[src/aso_pkg.sv]
package aso_pkg;
  // Result width per channel and cascade word width
  localparam int ASO_CH_BITS = 16;
  localparam int ASO_WORD_BITS = 32;
  localparam int ASO_CNT_W = 6;
  localparam logic [ASO_CNT_W-1:0] ASO_CNT_RST = 6'h00;
  localparam logic ASO_SYNC_IDLE_HI = 1'b0;
  typedef enum logic [1:0] {
    ASO_IDLE = 2'b00,
    ASO_SYNC = 2'b01,
    ASO_SHIFT = 2'b10
  } aso_state_t;
endpackage

[src/aso_sync_if.sv]
`timescale 1ns/1ps
interface aso_sync_if;
  logic clk_rise;
  logic clk_fall;
  logic convert;
  logic tag_bit;
  modport edge_src (output clk_rise, output clk_fall, output convert, output tag_bit);
  modport edge_dst (input clk_rise, input clk_fall, input convert, input tag_bit);
endinterface

[src/aso_serial_port.sv]
`timescale 1ns/1ps
// Notes on behaviour
// - Sync format select high gives an active-high frame sync after each convert taken while idle.
// - Select low gives active-low sync after reset; reset itself holds frame_sync low in both settings; nothing else changes.
// - Results leave serial_data_out most significant bit first, always.
// - Cascade mode sends both channels back to back as one 32-bit word.
// - Both channel inputs are sampled together on each convert command that arrives while idle; converts during a frame are ignored.
// - Convert emits frame sync, then shifts out the previous conversion result.
// - Tag bits shift in at the far end while data shifts out.
module aso_serial_port
  import aso_pkg::*;
#(
  parameter int CH_BITS = aso_pkg::ASO_CH_BITS
)
(
  // Clock and reset
  input wire logic clk,
  input wire logic reset_n,
  // Link pins, far side owns clock and convert
  input wire logic transfer_clock,
  input wire logic convert_n,
  input wire logic tag_in,
  // Configuration straps
  input wire logic sync_format_select,
  input wire logic cascade_mode,
  input wire logic channel_b_select,
  // Conversion core results
  input wire logic [CH_BITS-1:0] result_a,
  input wire logic [CH_BITS-1:0] result_b,
  // Link outputs
  output logic frame_sync,
  output logic serial_data_out,
  // Core side
  output logic sample_strobe,
  output logic busy
);
  import aso_pkg::*;

  localparam int SR_W = 2 * CH_BITS;

  aso_sync_if evt ();

  aso_state_t state_r;
  logic [SR_W-1:0] shift_r;
  logic [SR_W-1:0] held_r;
  logic [ASO_CNT_W-1:0] bits_left_r;
  logic sync_active_r;

  function automatic logic [ASO_CNT_W-1:0] word_len(input logic casc);
    word_len = casc ? ASO_CNT_W'(SR_W) : ASO_CNT_W'(CH_BITS);
  endfunction

  aso_pin_sync u_pin_sync
  (
    .clk(clk),
    .reset_n(reset_n),
    .transfer_clock(transfer_clock),
    .convert_n(convert_n),
    .tag_in(tag_in),
    .evt(evt)
  );

  // Far side owns all timing; we only follow its edges
  always_ff @(posedge clk or negedge reset_n)
  begin
    if (!reset_n)
    begin
      state_r <= ASO_IDLE;
    end
    else
    begin
      case (state_r)
        ASO_IDLE:
        begin
          if (evt.convert)
            state_r <= ASO_SYNC;
        end
        ASO_SYNC:
        begin
          if (evt.clk_fall && sync_active_r)
            state_r <= ASO_SHIFT;
        end
        ASO_SHIFT:
        begin
          if (evt.clk_fall && bits_left_r == ASO_CNT_W'(1))
            state_r <= ASO_IDLE;
        end
        default:
        begin
          state_r <= ASO_IDLE;
        end
      endcase
    end
  end

  // Sync spans one transfer clock high phase, set on rise then dropped on the next fall
  always_ff @(posedge clk or negedge reset_n)
  begin
    if (!reset_n)
      sync_active_r <= 1'b0;
    else if (state_r == ASO_SYNC && evt.clk_rise)
      sync_active_r <= 1'b1;
    else if (evt.clk_fall && sync_active_r)
      sync_active_r <= 1'b0;
  end

  // Both channels latched in the same cycle; held for the next frame
  always_ff @(posedge clk or negedge reset_n)
  begin
    if (!reset_n)
      held_r <= '0;
    else if (evt.convert && state_r == ASO_IDLE)
      held_r <= {result_a, result_b};
  end

  always_ff @(posedge clk or negedge reset_n)
  begin
    if (!reset_n)
      sample_strobe <= 1'b0;
    else
      sample_strobe <= evt.convert && state_r == ASO_IDLE;
  end

  // Load previous result, then shift MSB out, tag in at the LSB end
  always_ff @(posedge clk or negedge reset_n)
  begin
    if (!reset_n)
      shift_r <= '0;
    else if (evt.convert && state_r == ASO_IDLE)
    begin
      if (cascade_mode)
        shift_r <= held_r;
      else if (channel_b_select)
        shift_r <= {held_r[CH_BITS-1:0], {CH_BITS{1'b0}}};
      else
        shift_r <= {held_r[SR_W-1:CH_BITS], {CH_BITS{1'b0}}};
    end
    else if (state_r == ASO_SHIFT && evt.clk_fall)
      shift_r <= {shift_r[SR_W-2:0], evt.tag_bit};
  end

  always_ff @(posedge clk or negedge reset_n)
  begin
    if (!reset_n)
      bits_left_r <= ASO_CNT_RST;
    else if (evt.convert && state_r == ASO_IDLE)
      bits_left_r <= word_len(cascade_mode);
    else if (state_r == ASO_SHIFT && evt.clk_fall)
      bits_left_r <= bits_left_r - ASO_CNT_W'(1);
  end

  // Registered pins; polarity only touches the sync level
  always_ff @(posedge clk or negedge reset_n)
  begin
    if (!reset_n)
    begin
      frame_sync <= ASO_SYNC_IDLE_HI;
      serial_data_out <= 1'b0;
      busy <= 1'b0;
    end
    else
    begin
      frame_sync <= sync_active_r ~^ sync_format_select;
      serial_data_out <= (state_r == ASO_SHIFT) ? shift_r[SR_W-1] : 1'b0;
      busy <= state_r != ASO_IDLE;
    end
  end
endmodule

[src/aso_pin_sync.sv]
`timescale 1ns/1ps
module aso_pin_sync
(
  // Clock and reset
  input wire logic clk,
  input wire logic reset_n,
  // Raw pins
  input wire logic transfer_clock,
  input wire logic convert_n,
  input wire logic tag_in,
  // Synchronised events
  aso_sync_if.edge_src evt
);
  logic [1:0] tclk_sync_r;
  logic [1:0] conv_sync_r;
  logic [1:0] tag_sync_r;
  logic tclk_prev_r;
  logic conv_prev_r;

  // Two flops per pin; only the second stage feeds edge logic
  always_ff @(posedge clk or negedge reset_n)
  begin
    if (!reset_n)
    begin
      tclk_sync_r <= 2'h0;
      conv_sync_r <= 2'h3;
      tag_sync_r <= 2'h0;
    end
    else
    begin
      tclk_sync_r <= {tclk_sync_r[0], transfer_clock};
      conv_sync_r <= {conv_sync_r[0], convert_n};
      tag_sync_r <= {tag_sync_r[0], tag_in};
    end
  end

  always_ff @(posedge clk or negedge reset_n)
  begin
    if (!reset_n)
    begin
      tclk_prev_r <= 1'b0;
      conv_prev_r <= 1'b1;
    end
    else
    begin
      tclk_prev_r <= tclk_sync_r[1];
      conv_prev_r <= conv_sync_r[1];
    end
  end

  assign evt.clk_rise = tclk_sync_r[1] & ~tclk_prev_r;
  assign evt.clk_fall = ~tclk_sync_r[1] & tclk_prev_r;
  // Convert command is the falling edge of convert_n
  assign evt.convert = ~conv_sync_r[1] & conv_prev_r;
  assign evt.tag_bit = tag_sync_r[1];
endmodule

[config.mk]
export PLATFORM = sky130hd
export DESIGN_NAME = aso_serial_port
export DESIGN_NICKNAME = d
export VERILOG_FILES = /design/src/aso_pkg.sv /design/src/aso_sync_if.sv /design/src/aso_serial_port.sv /design/src/aso_pin_sync.sv
export SDC_FILE = /design/constraint.sdc
export NUM_CORES = 1
export LEC_CHECK = 0
export BUFFER_PORTS_ARGS = -buffer_cell sky130_fd_sc_hd__buf_2
export CORE_MARGIN = 4
export CORE_UTILIZATION = 30
export CTS_BUF_LIST = sky130_fd_sc_hd__clkbuf_4 sky130_fd_sc_hd__clkbuf_8
export CTS_CLUSTER_DIAMETER = 60
export CTS_CLUSTER_SIZE = 28
export DETAILED_ROUTE_END_ITERATION = 12
export GPL_TIMING_DRIVEN = 0
export SYNTH_ARGS = -nofsm -noshare
export SYNTH_HDL_FRONTEND = slang
export SYNTH_HIERARCHICAL = 1
export SYNTH_SLANG_ARGS = --single-unit
[constraint.sdc]
create_clock -name clk -period 5.1 [get_ports clk]
set_clock_uncertainty 0.2 [all_clocks]
set_input_delay 0 -clock clk [delete_from_list [all_inputs] [get_ports clk]]
set_output_delay 0 -clock clk [all_outputs]
set_load 0.03 [all_outputs]
==> summary.md, run 1 <==
| Metric | Value |
|---|---|
| Cells after Synth | roughly 380 |
| Critical path, cell by cell | nor2b_1, mux2i_1, nor2_2, clkbuf_1, a31oi_1 |
| Post-route ant nets | 0 |
| Post-synth top cells | nand2_1, dfrtp_1, nor2_1, mux2i_1, nand3_1 |
| Slew headroom | about three fifths |
| Root Buffer | clkbuf_8 |
| Cell Area, Synth | 0.00380 mm² |
| Vias per cell | between 4 and 5 |
| Placer congestion estimate | around 0.74 |
| Placed cell count | 594 |
| Worst Path Buf+Inv | 1 |
| Setup ws final | 3060 ps |
| Post-synth top flop | dfrtp_1 |
| Layout cells sized above 1 | around a fifth |
| # rows | 40 |
| CP max-delay cell | dfrtp_1 |
| Mapped Nets | around 430 |
| Area of the die | ~0.015 mm² |
| DRC viols | 0 |
| CP max FO | 10 |
| Top cells by area, synth | dfrtp_1, nand2_1, mux2i_1, a211oi_2, nor2_1 |
| # IOs | 44 |
| Sequential share of the synthesized area | a little under three fifths |
| Dpl hpwl | approximately 6200 µm |
| Clock Tree Buf Depth | 2 |
| Worst Path Arrival | between 2000 and 2500 ps |
| Synth cell types | 35 |
| LEAKAGE | between 2 and 2.5 nW |
| Top delay family on crit path | simple AND/OR/NAND/NOR gates |
| Hold Crit Start | convert_n |
| Final hold violation count | 0 |
| Area Growth Syn to Fin | 27.9% |
| Hold_ws | approximately 76 ps |
| Design Power | 2.30 mW |
| Number of port buffers | between 40 and 50 |
| CTS tree | yes |
| VDD IR max | 143 µV |
| HP Class | in2reg |
| Routed wire length | 8870 µm |
| Reg-to-reg critical path startpoint | u_pin_sync/tclk_sync_r[1]$_DFF_PN0_ |
| Setup WS pre-CTS | between 3000 and 4000 ps |
| Number of synthesized flops with an enable pin | 0 |
| Synth area leader | dfrtp_1 |
| Clk sink count | between 80 and 90 |
| Min cycle time layout | ~2000 ps |
| Count leader, synth | nand2_1 |
| Die height | roughly 120 µm |
| Startpoint Class | flop |
| Max-capacitance violation count | 0 |
| Asr flop ratio synth | 100% |
| Area share of the largest cell type after synthesis | approximately 54% |
| TritonCTS buffer count | 9 |
| Chip width | roughly 120 µm |
| Sw Ratio | approximately a third |
| Pwr per Cell Area | approximately 470 mW/mm² |
| Tightest Pin Transition | about 570 ps |
| RSZ-0062 raised after global routing | no |
| Post-DP Area | about 0.0042 mm² |
| DR pass1 iterations | 4 |
| Antenna Cells | 0 |
| Worst-Skew Late Latency | between 300 and 400 ps |
| Syn avg cell area | approximately 9.9 µm² |
| Final setup viols | 0 |
| Clock Pin Slew Worst Setup and Hold Paths | approximately 80 ps |
| Iter 0 DRT Violations | about 120 |
| CORE AREA | between 0.01 and 0.015 mm² |
| Gate power share | between 20% and 30% |
| Fin area | a little under 0.005 mm² |
| Seq pwr share | ~50% |
| Crit end category | flop |
| Core Util, Final | between 30% and 40% |
| Slowest Stage Delay on Critical Path | ~400 ps |
| Pint | around 1.5 mW |
| Largest net degree at the start of global routing | 48 |
| Vias | 2909 |
| Clock Power Share | about a fifth |
| H-tree levels | 3 |
| Synth warn | 6 |
| Initial core utilization | between 30% and 40% |
| Vias in the first global route | between 3000 and 4000 |
| Initial antenna violation count | 0 |
| First-pass GRT wire length | roughly 16000 µm |
| Psw | about 0.80 mW |
| Outcome | complete, no violations |
| Crit path from | u_pin_sync/tclk_sync_r[1]$_DFF_PN0_ |
| Filler cells | roughly 1200 |
| Worst Path Required | 5120 ps |
| Final setup TNS | 0 ps |
| Achievable frequency | between 400 and 500 MHz |
| Total Routing Usage GR | a little over an eighth |
| Final Max Tran Viols | 0 |
| Per-cell routed wire length | between 10 and 15 µm |
| Gr ovfl total | 0 |
| Cell Count, Final, Fillers Out | 650 |
| Yosys reg bits | 85 |
| Final worst-path cycle share | between 40% and 50% |
| Crit Path Class | reg2reg |
| Nets | between 500 and 600 |
[power groups by stage]
stage                     sequential, mW  clock (mW)  combinational, mW
after floorplan                     1.09           0              0.502
after global routing                1.16       0.529              0.791
after global placement              1.13           0              0.646
after detailed placement            1.14           0              0.672
after CTS                           1.12       0.501              0.699
final                               1.12       0.490              0.688
[flip-flops by register name, indices dropped and copies added (netlist names)]
register	cells
bits_left_r	6
busy	1
frame_sync	1
held_r	32
sample_strobe	1
serial_data_out	1
shift_r	32
state_r	2
sync_active_r	1
u_pin_sync/conv_prev_r	1
u_pin_sync/conv_sync_r	2
u_pin_sync/tag_sync_r	2
u_pin_sync/tclk_prev_r	1
u_pin_sync/tclk_sync_r	2
[layer usage]
layer,track usage (%),vias to the layer above,routed length (µm)
met1,16.6,1404,3960
met3,1.92,13,210
met2,23.7,36,4490
met5,0,-,0
met4,6.80,0,215
li1,-,1456,-
[repair_timing]
item | 4_1_cts | 5_1_grt
hold buffers | 40 | 0
buffers inserted | 0 | 0
gates resized for setup | 0 | 0
endpoints found under the hold margin | 129 | 0
[cells in the final DEF, fill, tap and decap left out, drive strengths merged]
| cell | count |
|---|---|
| nand2 | 115 |
| dfrtp | 82 |
| buf | 66 |
| dlygate4sd3 | 39 |
| nor2 | 39 |
| mux2i | 18 |
| nand3 | 17 |
| clkbuf | 17 |
| a21o | 16 |
| a31oi | 16 |
| a211oi | 16 |
| inv | 6 |
| o21ai | 4 |
| xnor2 | 3 |
| nor3 | 3 |
| dfstp | 3 |
| nor2b | 3 |
| nand3b | 2 |
| o22ai | 2 |
| ha | 2 |
| clkinv | 2 |
| nand2b | 1 |
| or2 | 1 |
| nor4 | 1 |
| nand4b | 1 |
| xor2 | 1 |
| or3 | 1 |
| a22oi | 1 |
| o2bb2ai | 1 |
| bufinv | 1 |
| clkinvlp | 1 |
| and2b | 1 |
[cells by family after synthesis]
logic type / Yosys count / share of synthesized area [%]
AOI/OAI and AO/OA: 56 / 11.8
xor gates and xnor gates: 4 / 0.922
adders and majority gates: 2 / 0.659
buffers and inverters: 33 / 5.70
DFF: 85 / 56.1
muxes: 18 / 4.74
and+or+nand+nor: 185 / 20.1
[final cells by class]
| cell class | count | area [µm²] | share of cell area [%] |
|---|---|---|---|
| plain buffers | 27 | 194 | 3.99 |
| clock buffers | 12 | 153 | 3.14 |
| clock inverters | 4 | 47.5 | 0.978 |
| inverters | 6 | 22.5 | 0.463 |
| multi-input cells | 265 | 1450 | 29.9 |
| flip-flops and latches | 85 | 2130 | 43.8 |
| well taps | 168 | 210 | 4.33 |
| repair buffers | 83 | 651 | 13.4 |
[worst paths after layout]
| path | end | slack (ps) | cells after the start |
|---|---|---|---|
| min in group asynchronous | held_r[26]$_DFFE_PN0P_ | 500 | 4 |
| max in group asynchronous | u_pin_sync/conv_prev_r$_DFF_PN1_ | 3930 | 4 |
| worst max register to register | shift_r[10]$_DFFE_PN0P_ | 3060 | 5 |
| worst min register to register | u_pin_sync/tclk_sync_r[1]$_DFF_PN0_ | 150 | 0 |
| worst min-delay path | u_pin_sync/conv_sync_r[0]$_DFF_PN1_ | 80 | 2 |
| worst max-delay path | shift_r[10]$_DFFE_PN0P_ | 3060 | 5 |
(Power assumes the default switching activity.)
==> run 2: changes to the inputs <==
==> constraint.sdc (replaced) <==
create_clock -name clk -period 1.71 [get_ports clk]
set_clock_uncertainty 0.2 [all_clocks]
set_input_delay 0 -clock clk [delete_from_list [all_inputs] [get_ports clk]]
set_output_delay 0 -clock clk [all_outputs]
set_load 0.03 [all_outputs]
==> run 2 against run 1 <==
Against the previous run:
- the flow now finishes with violations (setup timing)
- first-iteration DRC count rose by 8.5%
- cell count fell by 0.15%
- die area did not move
- via count rose by 2.4%
- total power rose to 3.0 times the previous value
- non-clock buffer count fell by 1
- highest routed layer unchanged
==> summary.md, run 2 (synthesis results as in run 1) <==
| Metric | Value |
|---|---|
| Psw | approximately 2.5 mW |
| First-pass GRT wire length | between 15000 and 20000 µm |
| TritonCTS buffer count | 9 |
| Worst Hold End | u_pin_sync/tag_sync_r[0]$_DFF_PN0_ |
| RSZ-0062 raised after global routing | yes |
| Met2 wire length | roughly 4400 µm |
| Setup bufs post-CTS | 0 |
| Antenna Cells | 0 |
| Area of the multi-input gates | about 0.0015 mm² |
| Area of the die | ~0.015 mm² |
| # rows | 40 |
| Slowest Stage Delay on Critical Path | roughly 520 ps |
| Pint | ~4.5 mW |
| Filler cells | between 1000 and 1500 |
| Area Growth Syn to Fin | 30.1% |
| Seq pwr share | around half |
| Per-cell routed wire length | about 14 µm |
| Worst Path Arrival | about 1900 ps |
| Iter 0 DRT Violations | around 130 |
| Critical path, cell by cell | nor2b_4, mux2i_2, or2_1, buf_6, buf_12, a211oi_2, a21o_1 |
| Pwr per Cell Area | between 1000 and 1500 mW/mm² |
| Achievable frequency | about 550 MHz |
| Dpl hpwl | 6200 µm |
| Clk sink count | 85 |
| Min cycle time layout | roughly 1800 ps |
| Capture point of the worst reg-to-reg path | shift_r[24]$_DFFE_PN0P_ |
| Die height | between 100 and 150 µm |
| CORE AREA | approximately 0.012 mm² |
| Final Max Tran Viols | 0 |
| Initial core utilization | a little under a third |
| Register area | between 0.002 and 0.0025 mm² |
| Vias | 2979 |
| Post-DP Area | 0.00426 mm² |
| Routed wire length | approximately 8900 µm |
| Initial antenna violation count | 0 |
| CP max FO | 10 |
| Setup WS pre-CTS | -228 ps |
| Hold Crit Start | tag_in |
| Clock Tree Buf Depth | 2 |
| # IOs | 44 |
| Largest net degree at the start of global routing | 51 |
| Number of port buffers | 42 |
| Wire length on met3 | 326 µm |
| Slew headroom | around two thirds |
| Worst Path Required | roughly 1800 ps |
| Final hold violation count | 0 |
| Crit end category | flop |
| Startpoint Class | flop |
| Worst-Skew Late Latency | approximately 360 ps |
| VDD IR max | roughly 570 µV |
| Vias in the first global route | 3151 |
| Placed cell count | between 500 and 600 |
| Wire length on met1 | roughly 4100 µm |
| DRC viols | 0 |
| LEAKAGE | between 2 and 2.5 nW |
| Outcome | finished with violations |
| Max-capacitance violation count | 0 |
| Hold path depth | 2 |
| Vias per cell | 4.59 |
| Clock Power Share | around a fifth |
| Nets | approximately 520 |
| Gr ovfl total | 0 |
| Top delay family on crit path | flip-flops |
| Hold_ws | around 79 ps |
| Worst Path Buf+Inv | 2 |
| Total Routing Usage GR | a little over an eighth |
| Crit Path Class | reg2reg |
| CTS tree | yes |
| Cell Count, Final, Fillers Out | roughly 650 |
| Chip width | around 120 µm |
| Layout cells sized above 1 | roughly a quarter |
| R2R Setup Slk | -100 ps |
| R2R cell count | 7 |
| Most common cell after layout, fill and taps aside | nand2_1 |
| Commonest cells after routing, fill and taps aside | nand2_1, dfrtp_1, buf_2 |
| Post-route ant nets | 0 |
| CP max-delay cell | dfstp_2 |
| Final setup TNS | -1690 ps |
| Setup ws final | -102 ps |
| Placer congestion estimate | roughly 0.76 |
| Fin area | approximately 0.0049 mm² |
| DR top layer | met4 |
| Final worst-path cycle share | 106% |
| Final setup viols | 30 |
| Root Buffer | clkbuf_8 |
| Tightest Pin Transition | between 400 and 500 ps |
| Reg-to-reg critical path startpoint | u_pin_sync/conv_prev_r$_DFF_PN1_ |
| Failing checks | setup timing |
| HP Class | in2reg |
| Largest regs | held_r: 32 flops, shift_r: 32 flops, bits_left_r: 6 flops |
| H-tree levels | 3 |
| DR pass1 iterations | 4 |
| Sw Ratio | between 30% and 40% |
| Clock Pin Slew Worst Setup and Hold Paths | approximately 90 ps |
| Gate power share | a little under a third |
run 2: timing repair:
action | CTS | global route
setup endpoints to repair | 66 | 69
hold buffers | 39 | 0
gates resized for setup | 18 | 17
pin swaps | 3 | 1
hold endpoints to repair | 129 | 0
run 2: area by class of cell:
class                      instances  area share [%]
sequential                        85            43.1
multi-input combinational        265            30.0
timing repair buffer              82            12.8
buffer                            27            5.37
tap                              168            4.25
clock buffer                       9            2.51
clock inverter                     7            1.47
inverter                           6           0.506
run 2: per-stage QoR:
| step | utilization, % | total power, mW |
|---|---|---|
| after floorplan | - | 4.76 |
| after global placement | 34.7 | 5.32 |
| after detailed placement | 34.9 | 5.41 |
| after CTS | 40.1 | 6.99 |
| after global routing | 40.5 | 7.49 |
| final | 40.5 | 6.93 |
run 2: worst max-delay path by stage:
| stage | startpoint | cells past startpoint | to |
|---|---|---|---|
| 2_1_floorplan | u_pin_sync/conv_prev_r$_DFF_PN1_ | 6 | shift_r[23]$_DFFE_PN0P_ |
| 3_3_place_gp | reset_n | 1 | held_r[22]$_DFFE_PN0P_ |
| 3_5_place_dp | u_pin_sync/tclk_sync_r[1]$_DFF_PN0_ | 5 | shift_r[10]$_DFFE_PN0P_ |
| 4_1_cts | u_pin_sync/conv_prev_r$_DFF_PN1_ | 7 | shift_r[11]$_DFFE_PN0P_ |
| 5_1_grt | u_pin_sync/conv_prev_r$_DFF_PN1_ | 7 | shift_r[29]$_DFFE_PN0P_ |
| 6_report | u_pin_sync/conv_prev_r$_DFF_PN1_ | 7 | shift_r[24]$_DFFE_PN0P_ |
run 2: power groups by stage:
stage	registers (mW)	clock network, mW	logic [mW]
CTS	3.37	1.49	2.13
global route	3.49	1.57	2.43
finish	3.37	1.43	2.13
global placement	3.39	0	1.93
detailed placement	3.41	0	2.00
floorplan	3.26	0	1.50
run 2: routing by layer:
layer  track usage (%)  up-vias
li1                  -     1462
met1              16.5     1459
met2              23.4       50
met3              3.23        8
met4              3.82        0
met5                 0        -
==> run 3: changes to the inputs <==
--- a/config.mk
+++ b/config.mk
@@ -15,5 +15,4 @@
 export GPL_TIMING_DRIVEN = 0
 export SYNTH_ARGS = -nofsm -noshare
 export SYNTH_HDL_FRONTEND = slang
-export SYNTH_HIERARCHICAL = 1
 export SYNTH_SLANG_ARGS = --single-unit
==> constraint.sdc (replaced) <==
create_clock -name clk -period 2.26 [get_ports clk]
set_clock_uncertainty 0.2 [all_clocks]
set_input_delay 0 -clock clk [delete_from_list [all_inputs] [get_ports clk]]
set_output_delay 0 -clock clk [all_outputs]
set_load 0.03 [all_outputs]
==> run 3 against run 2 <==
Against the previous run:
- the flow now finishes without violations
- highest routed layer unchanged
- critical endpoint is now held_r[14]$_DFFE_PN0P_
- critical path depth decreased by 3
- largest power group unchanged
- combinational power decreased by 31%
- clock power about the same
==> summary.md, run 3 <==
| Metric | Value |
|---|---|
| Final Max Tran Viols | 0 |
| VDD IR max | between 600 and 700 µV |
| Synth cell types | 33 |
| Layout cells sized above 1 | 28.0% |
| Setup WS pre-CTS | 182 ps |
| LEAKAGE | about 2 nW |
| Min cycle time layout | 2100 ps |
| Initial core utilization | between 30% and 40% |
| Chip width | roughly 120 µm |
| DRC viols | 0 |
| CTS tree | yes |
| CP max-delay cell | dfrtp_1 |
| Nets | between 400 and 500 |
| HP Class | in2reg |
| Commonest cells after routing, fill and taps aside | dfrtp_1, buf_2, dlygate4sd3_1 |
| Placer congestion estimate | between 0.7 and 0.8 |
| Initial antenna violation count | 0 |
| Post-DP Area | 0.00410 mm² |
| Slowest Stage Delay on Critical Path | approximately 420 ps |
| Clock Pin Slew Worst Setup and Hold Paths | approximately 80 ps |
| Worst-Skew Late Latency | ~350 ps |
| DR pass1 iterations | 4 |
| Critical path, cell by cell | or2_4, nor3b_4, buf_4, mux2_2 |
| Clock Tree Buf Depth | 2 |
| Final hold violation count | 0 |
| Area Growth Syn to Fin | 30.1% |
| Setup ws final | approximately 160 ps |
| Number of port buffers | 42 |
| # rows | 40 |
| Cell Area, Synth | approximately 0.0037 mm² |
| Count leader, synth | dfrtp_1 |
| Synth area leader | dfrtp_1 |
| Filler cells | 1189 |
| Final setup TNS | 0 ps |
| Antenna Cells | 0 |
| Post-route ant nets | 0 |
| TritonCTS buffer count | 9 |
| Sequential share of the synthesized area | ~58% |
| Asr flop ratio synth | 100% |
| Routed wire length | a little under 8000 µm |
| Iter 0 DRT Violations | about 140 |
| Clk sink count | 85 |
| Syn avg cell area | between 10 and 15 µm² |
| RSZ-0062 raised after global routing | no |
| Crit Path Class | reg2reg |
| Startpoint Class | flop |
| H-tree levels | 3 |
| Worst Path Arrival | 2130 ps |
| Final setup viols | 0 |
| Worst Path Required | 2290 ps |
| Post-synth top cells | dfrtp_1, nand2_1, mux2_2, nand3_1, nor2b_1 |
| Number of synthesized flops with an enable pin | 0 |
| # IOs | between 40 and 50 |
| Pwr per Cell Area | around 1200 mW/mm² |
| First-pass GRT wire length | 13800 µm |
| Crit end category | flop |
| CP max FO | 10 |
| R2R Setup Slk | 160 ps |
| Top cells by area, synth | dfrtp_1, mux2_2, mux2i_1, nand2_1, a211oi_1 |
| Final worst-path cycle share | between 90% and 100% |
| Tightest Pin Transition | between 600 and 700 ps |
| Achievable frequency | around 480 MHz |
| Gr ovfl total | 0 |
| Yosys reg bits | 85 |
| Most common cell after layout, fill and taps aside | dfrtp_1 |
| Outcome | complete, no violations |
| Fin area | about 0.0048 mm² |
| Largest regs | held_r: 32 flops, shift_r: 32 flops, bits_left_r: 6 flops |
| Dpl hpwl | 5460 µm |
| Vias per cell | between 4 and 5 |
| Post-synth top flop | dfrtp_1 |
| CORE AREA | around 0.012 mm² |
| Synth warn | 0 |
| Area of the die | approximately 0.014 mm² |
| Per-cell routed wire length | 13.9 µm |
| Slew headroom | between 50% and 60% |
| Root Buffer | clkbuf_8 |
| Die height | between 100 and 150 µm |
| Hold_ws | approximately 86 ps |
| Total Routing Usage GR | between 10% and 20% |
| Largest net degree at the start of global routing | 69 |
| Max-capacitance violation count | 0 |
| Area share of the largest cell type after synthesis | 55.8% |
| Cells after Synth | between 300 and 400 |
| Vias in the first global route | 2806 |
| Post_cts resized | 0 |
| Mapped Nets | ~350 |
| Vias | between 2000 and 3000 |
[run 3: cell count changes in the layout (fill, tap and decap cells not counted), moves of 5 or more]
cell	change
nor2_1	-30
clkbuf_1	+6
nand2_1	-77
buf_6	-11
o21ai_0	+12
a211oi_1	+12
a211oi_2	-12
mux2_2	+33
a21o_1	-16
buf_4	+5
nor2b_1	+18
[run 3: worst max-delay path: cells and delay by family (launching register included)]
kind	cells	cell delay, ps
and+or+nand+nor	2	700
buffers and inverters	1	290
muxes	1	360
DFF	1	420
[run 3: cell type report]
type | instances | area (µm²) | share of cell area, %
buffer | 23 | 141 | 2.95
clock buffer | 12 | 153 | 3.19
clock inverter | 4 | 120 | 2.51
inverter | 3 | 11.3 | 0.235
multi-input combinational | 200 | 1400 | 29.2
sequential | 85 | 2130 | 44.5
tap | 147 | 184 | 3.84
timing repair buffer | 84 | 651 | 13.6
[run 3: layer usage]
layer	GRT usage, %	up-vias	share of wire (%)
li1	-	1275	-
met4	3.48	0	1.3
met1	15.8	1286	45
met5	0	-	0
met3	3.21	8	4.0
met2	19.8	47	49
[run 3: through the flow]
| stage | std cells | power [mW] | util [%] |
|---|---|---|---|
| floorplan | 311 | 3.66 | - |
| global placement | 500 | 4.04 | 33.9 |
| detailed placement | 501 | 4.12 | 34.2 |
| CTS | 558 | 5.60 | 39.8 |
| global route | 558 | 5.93 | 39.8 |
| finish | 558 | 5.53 | 39.8 |
[run 3: logic make-up (layout without fill, tap and decap cells)]
kind of cell | after synthesis | after routing | synth area share, %
muxes | 49 | 49 | 14.5
DFF | 85 | 85 | 57.9
adders and majority gates | 2 | 2 | 0.680
AOI/OAI and AO/OA | 53 | 53 | 8.95
and+or+nand+nor | 90 | 90 | 12.4
xor gates and xnor gates | 6 | 6 | 1.43
buffers and inverters | 26 | 126 | 4.15
[run 3: path summary, 6_finish.rpt]
| check | to | cells past startpoint | start |
|---|---|---|---|
| max | held_r[14]$_DFFE_PN0P_ | 4 | state_r[1]$_DFFE_PN0P_ |
| max reg2reg | held_r[14]$_DFFE_PN0P_ | 4 | state_r[1]$_DFFE_PN0P_ |
| min | u_pin_sync.conv_sync_r[0]$_DFF_PN1_ | 2 | convert_n |
| min reg2reg | u_pin_sync.tclk_sync_r[1]$_DFF_PN0_ | 0 | u_pin_sync.tclk_sync_r[0]$_DFF_PN0_ |
| min in group asynchronous | u_pin_sync.conv_sync_r[0]$_DFF_PN1_ | 3 | reset_n |
| max in group asynchronous | held_r[31]$_DFFE_PN0P_ | 4 | reset_n |
[run 3: repair_timing]
action / CTS / global route
hold endpoints to repair: 135 / 0
buffers inserted: 0 / 0
hold buffers: 41 / 0
[run 3: power breakdown]
| part | internal, mW | switching, mW |
|---|---|---|
| logic | 0.807 | 0.658 |
| clock network | 0.902 | 0.513 |
| registers | 2.20 | 0.451 |
| total | 3.91 | 1.62 |
